$ cat src/rmcrt_defs.vh
`ifndef RMCRT_DEFS_VH
`define RMCRT_DEFS_VH
// Register indexes; byte address is four times the index
`define RMCRT_IDX_MODEM    18'h0_df0e
`define RMCRT_IDX_SPACING  18'h0_df10
`define RMCRT_IDX_DEVIATE  18'h0_df11
`define RMCRT_IDX_RXTIME   18'h0_df12
`define RMCRT_IDX_CHANNEL  18'h0_df20
`define RMCRT_IDX_EVENT    18'h0_df21
`define RMCRT_IDX_STATUS   18'h0_df22
// Reset values
`define RMCRT_RST_MODEM    8'h22
`define RMCRT_RST_SPACING  8'hf8
`define RMCRT_RST_DEVIATE  8'h47
`define RMCRT_RST_RXTIME   8'h07
`define RMCRT_RST_CHANNEL  8'h00
`define RMCRT_RST_EVENT_ZERO_PERIOD   16'h0800
`define RMCRT_RST_WAKERES  2'h0
// Field positions
`define RMCRT_FEC_BIT      7
`define RMCRT_PRE_HI       6
`define RMCRT_PRE_LO       4
`define RMCRT_SPE_HI       1
`define RMCRT_SPE_LO       0
`define RMCRT_DEVE_HI      6
`define RMCRT_DEVE_LO      4
`define RMCRT_DEVM_HI      2
`define RMCRT_DEVM_LO      0
`define RMCRT_CST_BIT      4
`define RMCRT_QUAL_BIT     3
`define RMCRT_RXT_HI       2
`define RMCRT_RXT_LO       0
`define RMCRT_EVW_HI       17
`define RMCRT_EVW_LO       16
// Timing counts and step bases
`define RMCRT_RXT_OFF      3'h7
`define RMCRT_ASK_SYMBOLS  4'h8
`define RMCRT_RXT_BASE     5'h03
`define RMCRT_SPC_BASE     9'h100
`define RMCRT_DEV_BASE     4'h8
`endif

$ cat src/rmcrt_top.v
`timescale 1ns/100ps
`include "rmcrt_defs.vh"
module rmcrt_top (
    input  wire        ref_clk,
    input  wire        arst_n,
    input  wire        psel,
    input  wire        penable,
    input  wire        pwrite,
    input  wire [19:0] paddr,
    input  wire [31:0] pwdata,
    output reg  [31:0] prdata,
    output reg         pready,
    output reg         pslverr,
    input  wire        rcClock,
    input  wire        rxStart,
    input  wire        syncFound,
    input  wire        preambleQualityReached,
    input  wire        carrierSense,
    input  wire        symbolTick,
    input  wire        packetEnd,
    input  wire        askMode,
    input  wire        mskMode,
    output reg         payloadCodingEnable_r,
    output reg  [4:0]  preambleBytes_r,
    output reg  [19:0] channelStep_r,
    output reg  [10:0] deviationStep_r,
    output reg  [2:0]  phaseChangeFraction_r,
    output reg         rxActive_r,
    output reg         rxAbort_r
);
    localparam [2:0] ST_IDLE   = 3'b001;
    localparam [2:0] ST_SEARCH = 3'b010;
    localparam [2:0] ST_RECV   = 3'b100;

    reg         rstSync1_r;
    reg         rstSync2_r;
    wire        rstN;
    reg  [7:0]  modemCfg_r;
    reg  [7:0]  spacingMant_r;
    reg  [7:0]  deviateCfg_r;
    reg  [7:0]  rxTimeCfg_r;
    reg  [7:0]  channelNumber_r;
    reg  [15:0] eventZeroPeriod_r;
    reg  [1:0]  wakeResolution_r;
    reg         rcSync1_r;
    reg         rcSync2_r;
    reg         rcSync3_r;
    wire        rcEdge;
    reg  [11:0] preCnt_r;
    reg  [12:0] toCnt_r;
    reg  [3:0]  symCnt_r;
    reg         carrierSeen_r;
    reg         pqtSeen_r;
    reg         timedOut_r;
    reg  [2:0]  state_r;
    reg  [2:0]  state_nxt;
    reg         abort_nxt;
    reg  [31:0] readData;
    reg         addrHit;
    wire [17:0] regIdx;
    wire        apbAccess;
    wire        apbWrite;
    wire [11:0] preMask;
    wire        preTick;
    wire        expire;
    wire        checkPass;
    wire        timeoutOn;
    wire [2:0]  rxCode;
    wire [15:0] shiftedEvent;
    wire        cstOn;
    wire        qualOn;

    // Reset release
    always @(posedge ref_clk or negedge arst_n) begin
        if (!arst_n) begin
            rstSync1_r <= 1'b0;
            rstSync2_r <= 1'b0;
        end else begin
            rstSync1_r <= 1'b1;
            rstSync2_r <= rstSync1_r;
        end
    end
    assign rstN = rstSync2_r;

    // APB decode
    assign regIdx    = paddr[19:2];
    assign apbAccess = psel & penable & ~pready;
    assign apbWrite  = psel & penable & pready & pwrite & ~pslverr;

    always @* begin
        readData = 32'h0000_0000;
        addrHit  = 1'b1;
        case (regIdx)
            `RMCRT_IDX_MODEM: begin
                readData[7:0] = modemCfg_r;
            end
            `RMCRT_IDX_SPACING: begin
                readData[7:0] = spacingMant_r;
            end
            `RMCRT_IDX_DEVIATE: begin
                readData[7:0] = deviateCfg_r;
            end
            `RMCRT_IDX_RXTIME: begin
                readData[7:0] = rxTimeCfg_r;
            end
            `RMCRT_IDX_CHANNEL: begin
                readData[7:0] = channelNumber_r;
            end
            `RMCRT_IDX_EVENT: begin
                readData[17:0] = {wakeResolution_r, eventZeroPeriod_r};
            end
            `RMCRT_IDX_STATUS: begin
                readData[5:0] = {pqtSeen_r, carrierSeen_r, timedOut_r, state_r};
            end
            default: begin
                addrHit = 1'b0;
            end
        endcase
    end

    always @(posedge ref_clk or negedge rstN) begin
        if (!rstN) begin
            pready  <= 1'b0;
            pslverr <= 1'b0;
            prdata  <= 32'h0000_0000;
        end else if (apbAccess) begin
            pready  <= 1'b1;
            pslverr <= ~addrHit;
            prdata  <= pwrite ? 32'h0000_0000 : readData;
        end else begin
            pready  <= 1'b0;
            pslverr <= 1'b0;
        end
    end

    // Configuration registers; reserved bits never stored
    always @(posedge ref_clk or negedge rstN) begin
        if (!rstN) begin
            modemCfg_r        <= `RMCRT_RST_MODEM;
            spacingMant_r     <= `RMCRT_RST_SPACING;
            deviateCfg_r      <= `RMCRT_RST_DEVIATE;
            rxTimeCfg_r       <= `RMCRT_RST_RXTIME;
            channelNumber_r   <= `RMCRT_RST_CHANNEL;
            eventZeroPeriod_r <= `RMCRT_RST_EVENT_ZERO_PERIOD;
            wakeResolution_r  <= `RMCRT_RST_WAKERES;
        end else if (apbWrite) begin
            case (regIdx)
                `RMCRT_IDX_MODEM: begin
                    modemCfg_r <= pwdata[7:0] & 8'hf3;
                end
                `RMCRT_IDX_SPACING: begin
                    spacingMant_r <= pwdata[7:0];
                end
                `RMCRT_IDX_DEVIATE: begin
                    deviateCfg_r <= pwdata[7:0] & 8'h77;
                end
                `RMCRT_IDX_RXTIME: begin
                    rxTimeCfg_r <= pwdata[7:0] & 8'h1f;
                end
                `RMCRT_IDX_CHANNEL: begin
                    channelNumber_r <= pwdata[7:0];
                end
                `RMCRT_IDX_EVENT: begin
                    eventZeroPeriod_r <= pwdata[15:0];
                    wakeResolution_r  <= pwdata[`RMCRT_EVW_HI:`RMCRT_EVW_LO];
                end
                default: begin
                end
            endcase
        end
    end

    // Modem setting outputs
    always @(posedge ref_clk or negedge rstN) begin
        if (!rstN) begin
            payloadCodingEnable_r <= 1'b0;
            preambleBytes_r       <= 5'h04;
            channelStep_r         <= 20'h0_0000;
            deviationStep_r       <= 11'h000;
            phaseChangeFraction_r <= 3'h0;
        end else begin
            payloadCodingEnable_r <= modemCfg_r[`RMCRT_FEC_BIT];
            case (modemCfg_r[`RMCRT_PRE_HI:`RMCRT_PRE_LO])
                3'h0: preambleBytes_r <= 5'h02;
                3'h1: preambleBytes_r <= 5'h03;
                3'h2: preambleBytes_r <= 5'h04;
                3'h3: preambleBytes_r <= 5'h06;
                3'h4: preambleBytes_r <= 5'h08;
                3'h5: preambleBytes_r <= 5'h0c;
                3'h6: preambleBytes_r <= 5'h10;
                default: preambleBytes_r <= 5'h18;
            endcase
            channelStep_r <= ({3'h0, ({8'h00, (`RMCRT_SPC_BASE + {1'b0, spacingMant_r})}
                              * {9'h000, channelNumber_r})}
                              << modemCfg_r[`RMCRT_SPE_HI:`RMCRT_SPE_LO]);
            if (mskMode) begin
                deviationStep_r       <= 11'h000;
                phaseChangeFraction_r <= deviateCfg_r[`RMCRT_DEVM_HI:`RMCRT_DEVM_LO];
            end else begin
                deviationStep_r <= {7'h00, (`RMCRT_DEV_BASE
                                   | {1'b0, deviateCfg_r[`RMCRT_DEVM_HI:`RMCRT_DEVM_LO]})}
                                   << deviateCfg_r[`RMCRT_DEVE_HI:`RMCRT_DEVE_LO];
                phaseChangeFraction_r <= 3'h0;
            end
        end
    end

    // RC oscillator tick synchroniser
    always @(posedge ref_clk or negedge rstN) begin
        if (!rstN) begin
            rcSync1_r <= 1'b0;
            rcSync2_r <= 1'b0;
            rcSync3_r <= 1'b0;
        end else begin
            rcSync1_r <= rcClock;
            rcSync2_r <= rcSync1_r;
            rcSync3_r <= rcSync2_r;
        end
    end
    assign rcEdge = rcSync2_r & ~rcSync3_r;

    // Timeout: (event_zero_period >> (3+code)) units of 2^(4*res) RC periods
    assign rxCode       = rxTimeCfg_r[`RMCRT_RXT_HI:`RMCRT_RXT_LO];
    assign cstOn        = rxTimeCfg_r[`RMCRT_CST_BIT];
    assign qualOn       = rxTimeCfg_r[`RMCRT_QUAL_BIT];
    assign timeoutOn    = (rxCode != `RMCRT_RXT_OFF);
    assign shiftedEvent = eventZeroPeriod_r >> (`RMCRT_RXT_BASE + {2'b00, rxCode});
    assign preMask      = ~(12'hfff << {wakeResolution_r, 2'b00});
    assign preTick      = rcEdge & ((preCnt_r & preMask) == preMask);
    assign expire       = (state_r == ST_SEARCH) & timeoutOn & preTick
                          & (toCnt_r <= 13'h0001);
    assign checkPass    = syncFound | (qualOn & (pqtSeen_r | preambleQualityReached));

    always @(posedge ref_clk or negedge rstN) begin
        if (!rstN) begin
            preCnt_r      <= 12'h000;
            toCnt_r       <= 13'h0000;
            symCnt_r      <= 4'h0;
            carrierSeen_r <= 1'b0;
            pqtSeen_r     <= 1'b0;
        end else if (state_r != ST_SEARCH || rxStart) begin
            preCnt_r      <= 12'h000;
            toCnt_r       <= shiftedEvent[12:0];
            symCnt_r      <= 4'h0;
            carrierSeen_r <= 1'b0;
            pqtSeen_r     <= 1'b0;
        end else begin
            if (rcEdge) begin
                preCnt_r <= preCnt_r + 12'h001;
            end
            if (preTick && toCnt_r != 13'h0000) begin
                toCnt_r <= toCnt_r - 13'h0001;
            end
            if (symbolTick && symCnt_r != `RMCRT_ASK_SYMBOLS) begin
                symCnt_r <= symCnt_r + 4'h1;
            end
            carrierSeen_r <= carrierSeen_r | carrierSense;
            pqtSeen_r     <= pqtSeen_r | preambleQualityReached;
        end
    end

    // Receive sequencing
    always @* begin
        state_nxt = state_r;
        abort_nxt = 1'b0;
        case (state_r)
            ST_IDLE: begin
                if (rxStart) begin
                    state_nxt = ST_SEARCH;
                end
            end
            ST_SEARCH: begin
                if (cstOn && askMode && symbolTick && !carrierSeen_r && !carrierSense
                    && symCnt_r == `RMCRT_ASK_SYMBOLS - 4'h1) begin
                    state_nxt = ST_IDLE;
                    abort_nxt = 1'b1;
                end else if (cstOn && !askMode && symbolTick && !carrierSense) begin
                    state_nxt = ST_IDLE;
                    abort_nxt = 1'b1;
                end else if (syncFound) begin
                    state_nxt = ST_RECV;
                end else if (expire) begin
                    if (checkPass) begin
                        state_nxt = ST_RECV;
                    end else begin
                        state_nxt = ST_IDLE;
                        abort_nxt = 1'b1;
                    end
                end
            end
            ST_RECV: begin
                if (packetEnd) begin
                    state_nxt = ST_IDLE;
                end else if (cstOn && symbolTick && !carrierSense) begin
                    state_nxt = ST_IDLE;
                    abort_nxt = 1'b1;
                end
            end
            default: begin
                state_nxt = ST_IDLE;
            end
        endcase
    end

    always @(posedge ref_clk or negedge rstN) begin
        if (!rstN) begin
            state_r    <= ST_IDLE;
            rxActive_r <= 1'b0;
            rxAbort_r  <= 1'b0;
            timedOut_r <= 1'b0;
        end else begin
            state_r    <= state_nxt;
            rxActive_r <= (state_nxt != ST_IDLE);
            rxAbort_r  <= abort_nxt;
            if (expire && !checkPass && !syncFound) begin
                timedOut_r <= 1'b1;
            end else if (rxStart && state_r == ST_IDLE) begin
                timedOut_r <= 1'b0;
            end
        end
    end
endmodule

$ cat config.mk
export PLATFORM = sky130hd
export DESIGN_NAME = rmcrt_top
export DESIGN_NICKNAME = d
export VERILOG_FILES = /design/src/rmcrt_top.v
export VERILOG_INCLUDE_DIRS = /design/src
export SDC_FILE = /design/constraint.sdc
export NUM_CORES = 1
export LEC_CHECK = 0
export BUFFER_PORTS_ARGS = -buffer_cell sky130_fd_sc_hd__buf_4
export CORE_MARGIN = 3
export CORE_UTILIZATION = 61
export CTS_BUF_LIST = sky130_fd_sc_hd__clkbuf_4 sky130_fd_sc_hd__clkbuf_8
export CTS_CLUSTER_SIZE = 30
export DETAILED_ROUTE_END_ITERATION = 6
export PLACE_DENSITY = 0.92
export SLEW_MARGIN = 5
export SYNTH_ARGS = -nofsm -noshare
export SYNTH_HDL_FRONTEND = slang
export SYNTH_SLANG_ARGS = --single-unit
$ cat constraint.sdc
create_clock -name ref_clk -period 10.1 [get_ports ref_clk]
set_input_delay 1.515 -clock ref_clk [delete_from_list [all_inputs] [get_ports ref_clk]]
set_output_delay 1.515 -clock ref_clk [all_outputs]
set_load 0.05 [all_outputs]
======== After elaboration in Yosys (flattened, before gate mapping) ========
Cells that the tools add are included.
word-level totals
  flip-flop bits (word level) ............. 167
  input bits .............................. 66
  output and inout port bits .............. 76
  logic and storage cells ................. 153
cells by class
  add/sub/neg operators ................... 5
  multiply operators ...................... 1
  order comparisons ....................... 1
  equal/unequal tests ..................... 22
  shift-type cells ........................ 4
  mux-type cells .......................... 37
  bitwise logic cells ..................... 20
  reduce and logical (&&, ||, !) cells .... 34
operators by type and width
  cell                                                              number
  == test 18 x 16 -> 1 bit (second input constant)                  7
  one-hot mux 6 bit (7 select lines)                                1
  one-hot mux 5 bit (7 select lines)                                1
  2-to-1 mux 3 bit                                                  9
  2-to-1 mux 13 bit                                                 2
  2-to-1 mux 12 bit                                                 2
  << shifter 17 x 2 -> 20 bit                                       1
  2-to-1 mux 18 bit                                                 1
  multiplier 9 x 8 -> 17 bit                                        1
  right shift 16 x 4 -> 13 bit                                      1
  logical AND 1 bit                                                 15
  2-to-1 mux 1 bit                                                  14
  less-or-equal comparator 13 x 1 -> 1 bit (second input constant)  1
  nonzero test 13 bit                                               1
  subtractor 13 x 1 -> 13 bit (second input constant)               1
  adder 12 x 1 -> 12 bit (second input constant)                    1
  AND 12 bit                                                        1
  == test 12 bit                                                    1
  == test 3 bit (second input constant)                             4
  NOT 12 bit                                                        1
  AND reduction 2 bit                                               6
  << shifter 12 x 4 -> 12 bit (first input constant)                1
  AND 1 bit                                                         11
  2-to-1 mux 11 bit                                                 1
  other kinds (23)                                                  39

======== Longest topological paths before layout ========
Gate-level depths: netlist of run 1.
  depth in word-level cells ............... 13
  depth in mapped cells ................... 18

======== Worst setup path after synthesis of run 1 ========
Ideal clock, no wire load.
  path kind ............................... register to register
  start ................................... register channelNumber_r[7]
  end ..................................... register channelStep_r[15]
  arrival time ............................ 4.817 ns
  required time ........................... 9.980 ns
  slack ................................... 5.163 ns
  stages on the path, launching flop included .. 18
  path buffers ............................ 1
  clock period less this slack ............ 4.937 ns
  path through ............................ dfrtp_1 > clkbuf_1 > nand2_1 > fa_1 > fa_1 > inv_1 > fa_1 > inv_1 > fa_1 > inv_1 > ha_1 > and2_1 > a221oi_1 > a2111oi_0 > or2_2 > or3_1 > a21o_1 > a31o_2
between the ends
  word-level cells in the longest chain between the ends .. 2
ends and longest elaborated chain
  what                         line             text
  start: declaration           rmcrt_top.v:42   reg [7:0] channelNumber_r;
  start signal: assignment     rmcrt_top.v:143  channelNumber_r <= `RMCRT_RST_CHANNEL;
  start signal: assignment     rmcrt_top.v:161  channelNumber_r <= pwdata[7:0];
  multiplier 9 x 8 -> 17 bit   rmcrt_top.v:193  channelStep_r <= ({3'h0, ({8'h00, (`RMCRT_SPC_BASE + {1'b0, spacingMant_r})}
  << shifter 17 x 2 -> 20 bit  rmcrt_top.v:193
  end signal: assignment       rmcrt_top.v:193
  end: declaration             rmcrt_top.v:25   output reg [19:0] channelStep_r,
Every way passes these cells.
A chain may end at the register's enable or synchronous reset.

======== Final worst setup path of run 1 ========
  start ................................... register channelNumber_r[4]
  end ..................................... register channelStep_r[15]
The elaborated chain is that of the path after synthesis.

==> results.cfg, run 1 <==
[floorplan]
die-area_sq_um = 17400
io_pins = 142
die_w_microns = 132
start_util = 0.631
die_h_microns = 132
core-area_sq_um = 15400
row_count = 45

[yosys]
synthMuxAreaShare = 0.0992
synthArstFlopShare = 1.00
synth-compound-area-share = 0.115
avgSynthCellArea_sq_um = 10.2
ys_ff_latch = 153
synthAdderAreaFrac = 0.141
synth_top_family_by_area = simple AND/OR/NAND/NOR gates
ys_warn_count = 0
netlist_top_cells_count = dfrtp_1 (136), nand2_1 (80), inv_1 (74), nor2_1 (70), and2_1 (63)
synthFlopType = dfrtp_1
yosys.cell_types.count = 76
synth-simple-area-share = 0.165
synthesis.area_sq_um = 9700
yosys-top-cells-area = dfrtp_1 (35%), fa_1 (8.7%), mux2_2 (6.2%)
synth_xor_area_frac = 0.0271
synthCells = 953
synth_top_area_cell = dfrtp_1
synth_top_area_share = 0.351
synth-edff-count = 0
seq_area_frac_synth = 0.397
yosysMostFrequentCell = dfrtp_1

[clock_tree]
cts_buffer_depth = 2
htree_levels = 4
cts_resized = 0
clock_latency_ns = 0.46
post_cts_buffers = 0
cts_inserted_buffers = 17
clkSinkCount = 153
cts_root_buf = clkbuf_8
cts_tree = built
cts_hold_buffers = 0
clkSlewWorstSetupHoldPaths_ns = 0.09

[timing]
setup_viol = 0
fmax_ghz = 0.185
clock_skew_ns = 0.0141
fin_crit_sh = 0.535
slew_headroom = 0.244
finalHoldViolCount = 0
setup_tns_ns = 0
rsz0062_at_grt = false
period_needed_ns = 5.40
report.final.slew_viol_count = 0
worst_pin_slew_ns = 1.12

[setup_path]
start_kind = flip-flop
crit_slowest_cell = dfrtp_1
critPathMaxFanout = 11
cp.required_ns = 10.44
slowest_delay_ns = 0.57
r2r_slack_ns = 4.70
end_kind = flip-flop
crit_arrival_ns = 5.74
critical_path_class = flip-flop to flip-flop
worstPathCellList = and2_1 > fa_1 > inv_1 > fa_1 > inv_1 > fa_1 > inv_1 > fa_1 > inv_1 > ha_1 > and2_1 > a221oi_1 > a2111oi_0 > or2_2 > or3_1 > a21o_1 > a31o_2

[drt]
dr.pass1.iters = 7
dr_total_vias = 7750
drc = 10
avgRoutedWirePerCell_microns = 18.1
wl_mm = 23.1
vias_per_cell = 6.09
drt_iter0_markers = 924
final_antenna_net_count = 0

[status]
outcome = finished with violations
violations = design-rule violations

[cells_and_area]
area_growth_pct = 14.0
nFillCells = 1033
n_antenna_cell = 0
drive_above_1_share = 0.230
finalNonFillerCells = 1273
multi_input_area_sq_um = 5370
ff_latch_area_sq_um = 3850
nNetsFinal = 1199

[hold_path]
hold_class = flip-flop to flip-flop

[power_and_ir_drop]
switching_power_w = 0.000347
pwr-share-comb = 0.099
clkPwrFrac = 0.391
finalPower_w = 0.00127
p_seq_frac = 0.509
p_int_w = 0.000919
cellLeakagePower_nw = 5.53
p_per_area_nw_per_um2 = 115
swShare = 0.274
peakVddDrop_mv = 0.117

[global_routing]
antenna_found_initial = 0
grtUsageTotal = 0.270
overflow = 0
grt_max_degree = 81
grt_pass1_vias = 7565
grt_pass1_wl_mm = 37.9

[flow_run]
cap_violations = 0

[place]
dp_hpwl_mm = 16.5
gp_congestion = 0.873
portBuffers = 111
place_inst = 1241
## final timing paths
| path | cells after the start | from | endpoint |
|---|---|---|---|
| hold / removal | 0 | rstSync1_r | rstN |
| min in group asynchronous | 0 | rstN | prdata[14] |
| setup reg to reg | 17 | channelNumber_r[4] | channelStep_r[15] |
| max in group asynchronous | 1 | rstN | deviateCfg_r[5] |
| setup / recovery | 17 | channelNumber_r[4] | channelStep_r[15] |
| hold reg to reg | 0 | rstSync1_r | rstN |
## metrics by stage
stage          hold slack (ns)  area, sq um  worst slack [ns]  utilization
2_1_floorplan            0.331         9750              5.16            -
3_3_place_gp             0.333        10600              4.85        0.691
3_5_place_dp             0.355        10600              4.74        0.691
4_1_cts                  0.375        11100              4.71        0.719
5_1_grt                  0.384        11100              4.47        0.719
6_report                 0.371        11100              4.70        0.719
## flip-flops by register name (all words and copies together) (netlist names), 4 cells and up
name / count
toCnt_r: 13
deviationStep_r: 11
eventZeroPeriod_r: 16
modemCfg_r: 6
preambleBytes_r: 5
symCnt_r: 4
channelStep_r: 20
deviateCfg_r: 6
spacingMant_r: 8
preCnt_r: 12
prdata: 18
rxTimeCfg_r: 5
channelNumber_r: 8
## cell families after synthesis
family          Yosys count
simple gates            307
compound gates          163
flops                   153
buf+inv                 127
mux                      87
fa+ha+maj                84
xor+xnor                 30
other cells               2
## layout make-up
| type | instances | area share |
|---|---|---|
| Multi-Input combinational cell | 686 | 0.485 |
| Sequential cell | 153 | 0.349 |
| Inverter | 78 | 0.0265 |
| Clock inverter | 12 | 0.0139 |
| Clock buffer | 20 | 0.0249 |
| Timing Repair Buffer | 113 | 0.0767 |
| Tap cell | 211 | 0.0239 |
## power by group through the flow
stage	Clock [W]	Sequential [W]	Combinational, W
finish	0.000496	0.000645	0.000126
global placement	0	0.000655	0.000117
floorplan	0	0.000662	0.0000743
global route	0.000523	0.000647	0.000135
detailed placement	0	0.000656	0.000121
CTS	0.000499	0.000644	0.000124
## layer usage
| metal | track usage | vias up | share of wire | routed length, microns |
|---|---|---|---|---|
| met5 | 0 | - | 0 | 0 |
| met4 | 0.111 | 0 | 0.037 | 851 |
| met3 | 0.0630 | 90 | 0.090 | 2080 |
| met2 | 0.424 | 435 | 0.46 | 10700 |
| met1 | 0.365 | 3758 | 0.41 | 9490 |
| li1 | - | 3467 | - | - |
## layout by cell type (no fill, tap or decap), types with 4 or more instances in the layout
cell type,instances
a221oi_1,5
xor2_1,13
o21ai_0,30
nand3_1,12
buf_4,113
and2_1,63
dfstp_2,17
ha_1,42
nor4_1,7
nand2_1,80
conb_1,15
xnor2_1,17
a22o_1,13
clkbuf_8,20
nor2_1,70
a21o_1,8
a222oi_1,7
o211ai_1,5
a31oi_1,7
a21oi_1,40
fa_1,42
mux2i_1,32
nor3_1,13
or3_1,4
nand3b_1,4
and3_1,4
inv_6,5
inv_1,74
mux2_2,53
nand2b_1,10
nand4_1,6
a211oi_1,9
dfrtp_1,135
a22oi_1,7
nor2b_1,8
or2_2,6
## worst max-delay path, delay by kind of cell (launching register included)
family | cells | cell delay (ns)
AO/OA/AOI/OAI | 4 | 0.96
adder cells (fa/ha/maj) | 5 | 2.43
buffers and inverters | 4 | 0.22
flip-flops | 1 | 0.57
AND/OR/NAND/NOR | 4 | 1.13
(Power assumes the default switching activity.)
==> run 2, diff against run 1 <==
- ABC_AREA: not set -> 1
- CORE_UTILIZATION: 61 -> 55
- PLACE_DENSITY: 0.92 -> 0.88
- clock period: 10.1 -> 4.8 ns (I/O delays scaled with it)
==> run 2 against run 1 <==
Total power up 130%. Utilization shrank 7.8 points. Wire length up 11%. Final cell count is 35% higher. Synthesized area up 8.1%. Clock power increased by 110%. Synthesized cell count rose by 47%. Global-route usage shrank 1.5 points. Non-clock buffer count up 3. Flip-flop and latch count stayed put. The run now ends clean. Hold slack got worse by 0.016 ns.
==> results.cfg, run 2 <==
[timing]
slew_headroom = 0.415
report.final.slew_viol_count = 0
rsz0062_at_grt = false
finalHoldViolCount = 0
fin_crit_sh = 0.946
clock_skew_ns = 0.0103
period_needed_ns = 4.54
setup_viol = 0
setup_tns_ns = 0
worst_pin_slew_ns = 0.877
fmax_ghz = 0.220
worst_slack_ns = 0.257

[place]
post-place-ws_ns = 0.348
gp_congestion = 0.929
portBuffers = 111
dp_hpwl_mm = 18.8
place_inst = 1689

[global_routing]
grtUsageTotal = 0.255
overflow = 0
grt_max_degree = 69
grtUsageMet2 = 0.420
antenna_found_initial = 0
grtUsageMet3 = 0.0562
grt_pass1_vias = 8940
gr-max-usage-layer = met2
use_met1 = 0.341
grt_pass1_wl_mm = 42.4

[clock_tree]
cts_root_buf = clkbuf_8
post_cts_buffers = 0
cts_buffer_depth = 2
clock_latency_ns = 0.47
clkSinkCount = 153
htree_levels = 4
clkSlewWorstSetupHoldPaths_ns = 0.09
cts_inserted_buffers = 17
cts_tree = built

[setup_path]
critPathMostFrequentCell = nand2_1
end_kind = flip-flop
cp.required_ns = 5.16
critPathMaxFanout = 10
start_kind = flip-flop
slowest_delay_ns = 0.71
crit_slowest_cell = dfstp_2
critical_path_class = flip-flop to flip-flop
critPathTopFamily = adder cells
worst-path-buf-inv = 3
worstPathCellList = nand2_1 > inv_1 > fa_1 > fa_1 > fa_1 > inv_1 > fa_1 > inv_1 > ha_1 > nand2_1 > nand2_1 > nand2_1 > nand2_1 > a21oi_1 > nand2_1 > nand2_1 > nand3_1 > nand3_1 > nand2_1
crit_arrival_ns = 4.90

[yosys]
synthMuxAreaShare = 0.0169
synthCells = 1398
synthArstFlopShare = 1.00
synth-compound-area-share = 0.0846
synthesis.area_sq_um = 10500
synth-edff-count = 0
synthAdderAreaFrac = 0.130
synth_top_family_by_area = simple AND/OR/NAND/NOR gates
yosys.cell_types.count = 49
yosysMostFrequentCell = nand2_1
seq_area_frac_synth = 0.367
ys_ff_latch = 153
synth-simple-area-share = 0.277
yosys-top-cells-area = dfrtp_1 (32%), nand2_1 (14%), inv_1 (8.4%)
synthFlopType = dfrtp_1
synth_top_area_cell = dfrtp_1
avgSynthCellArea_sq_um = 7.50
ys_warn_count = 0
synth_xor_area_frac = 0.00501
synth_top_area_share = 0.325
netlist_top_cells_count = nand2_1 (394), inv_1 (235), dfrtp_1 (136), nand3_1 (124), o21ai_0 (104)

[cells_and_area]
nFillCells = 1514
final_cell_mix = nand2_1 (394), inv_1 (235), dfrtp_1 (134)
drive_above_1_share = 0.142
finalNonFillerCells = 1722
largest_reg_flops = 20
nNetsFinal = 1630
area_growth_pct = 12.2
regMostFlops = channelStep_r
final_common_cell = nand2_1
reg_top3 = channelStep_r (20), prdata (18), eventZeroPeriod_r (16)
n_antenna_cell = 0

[drt]
final_antenna_net_count = 0
dr.pass1.iters = 6
wl_mm = 25.7
vias_per_cell = 5.45
drc = 0
drt_iter0_markers = 893
avgRoutedWirePerCell_microns = 14.9
dr_total_vias = 9383

[flow_run]
cap_violations = 0

[floorplan]
die_h_microns = 144
start_util = 0.572
io_pins = 142
core-area_sq_um = 18300
die-area_sq_um = 20800
die_w_microns = 144
row_count = 49

[status]
outcome = finished, final reports clean

[power_and_ir_drop]
cellLeakagePower_nw = 6.52
p_per_area_nw_per_um2 = 249
peakVddDrop_mv = 0.172

[hold_path]
hold_class = input pin to flip-flop
-- run 2: changes by cell type in the layout (fill, tap and decap cells not counted), sizes merged, moves of 37 or more --
cell   delta
inv     +164
nand3   +118
nand2   +318
o21ai    +85
nor2     +37
mux2     -43
and2     -61
-- run 2: metrics by stage --
step	hold WS, ns	utilization	total power [W]	instance area [sq um]
floorplan	0.331	-	0.00177	10500
detailed placement	0.342	0.618	0.00190	11300
CTS	0.338	0.642	0.00293	11800
finish	0.355	0.642	0.00293	11800
global route	0.329	0.642	0.00307	11800
global placement	0.336	0.618	0.00188	11300
-- run 2: power breakdown --
group          internal, W  total, W  switching (W)
Clock             0.000484   0.00104       0.000553
Combinational     0.000155  0.000502       0.000348
Sequential         0.00133   0.00139      0.0000523
-- run 2: timing repair --
item | 4_1_cts | 5_1_grt
hold buffers | 1 | 0
endpoints found under the setup margin | 0 | 1
hold endpoints to repair | 2 | 0
gates resized for setup | 0 | 1
-- run 2: cell families after synthesis --
| logic type | Yosys count |
|---|---|
| other | 2 |
| AOI/OAI and AO/OA | 162 |
| DFF | 153 |
| buffers and inverters | 304 |
| muxes | 15 |
| and+or+nand+nor | 672 |
| adders and majority gates | 84 |
| xor gates and xnor gates | 6 |
-- run 2: routing by layer --
metal  part of all wire  vias to the layer above
met1               0.42                     4409
met2               0.47                      424
li1                   -                     4498
met5                  0                        -
met4              0.022                        0
met3              0.086                       52
-- run 2: worst paths after layout --
path / startpoint / endpoint / slack (ns) / cells after the start
max: spacingMant_r[3] / channelStep_r[16] / 0.26 / 19
min: rcClock / rcSync1_r / 0.35 / 1
max reg2reg: spacingMant_r[3] / channelStep_r[16] / 0.26 / 19
min reg2reg: rcSync1_r / rcSync2_r / 0.36 / 0
max in group asynchronous: rstN / channelNumber_r[4] / 3.26 / 1
min in group asynchronous: rstN / symCnt_r[1] / 0.45 / 0
-- run 2: final cells by class --
cell class	instances	area (sq um)	share of cell area
clock buffers	17	234	0.0199
multi-input cells	954	5440	0.463
well taps	229	287	0.0244
clock inverters	15	180	0.0153
inverters	238	893	0.0759
repair buffers	116	873	0.0742
flip-flops and latches	153	3850	0.328
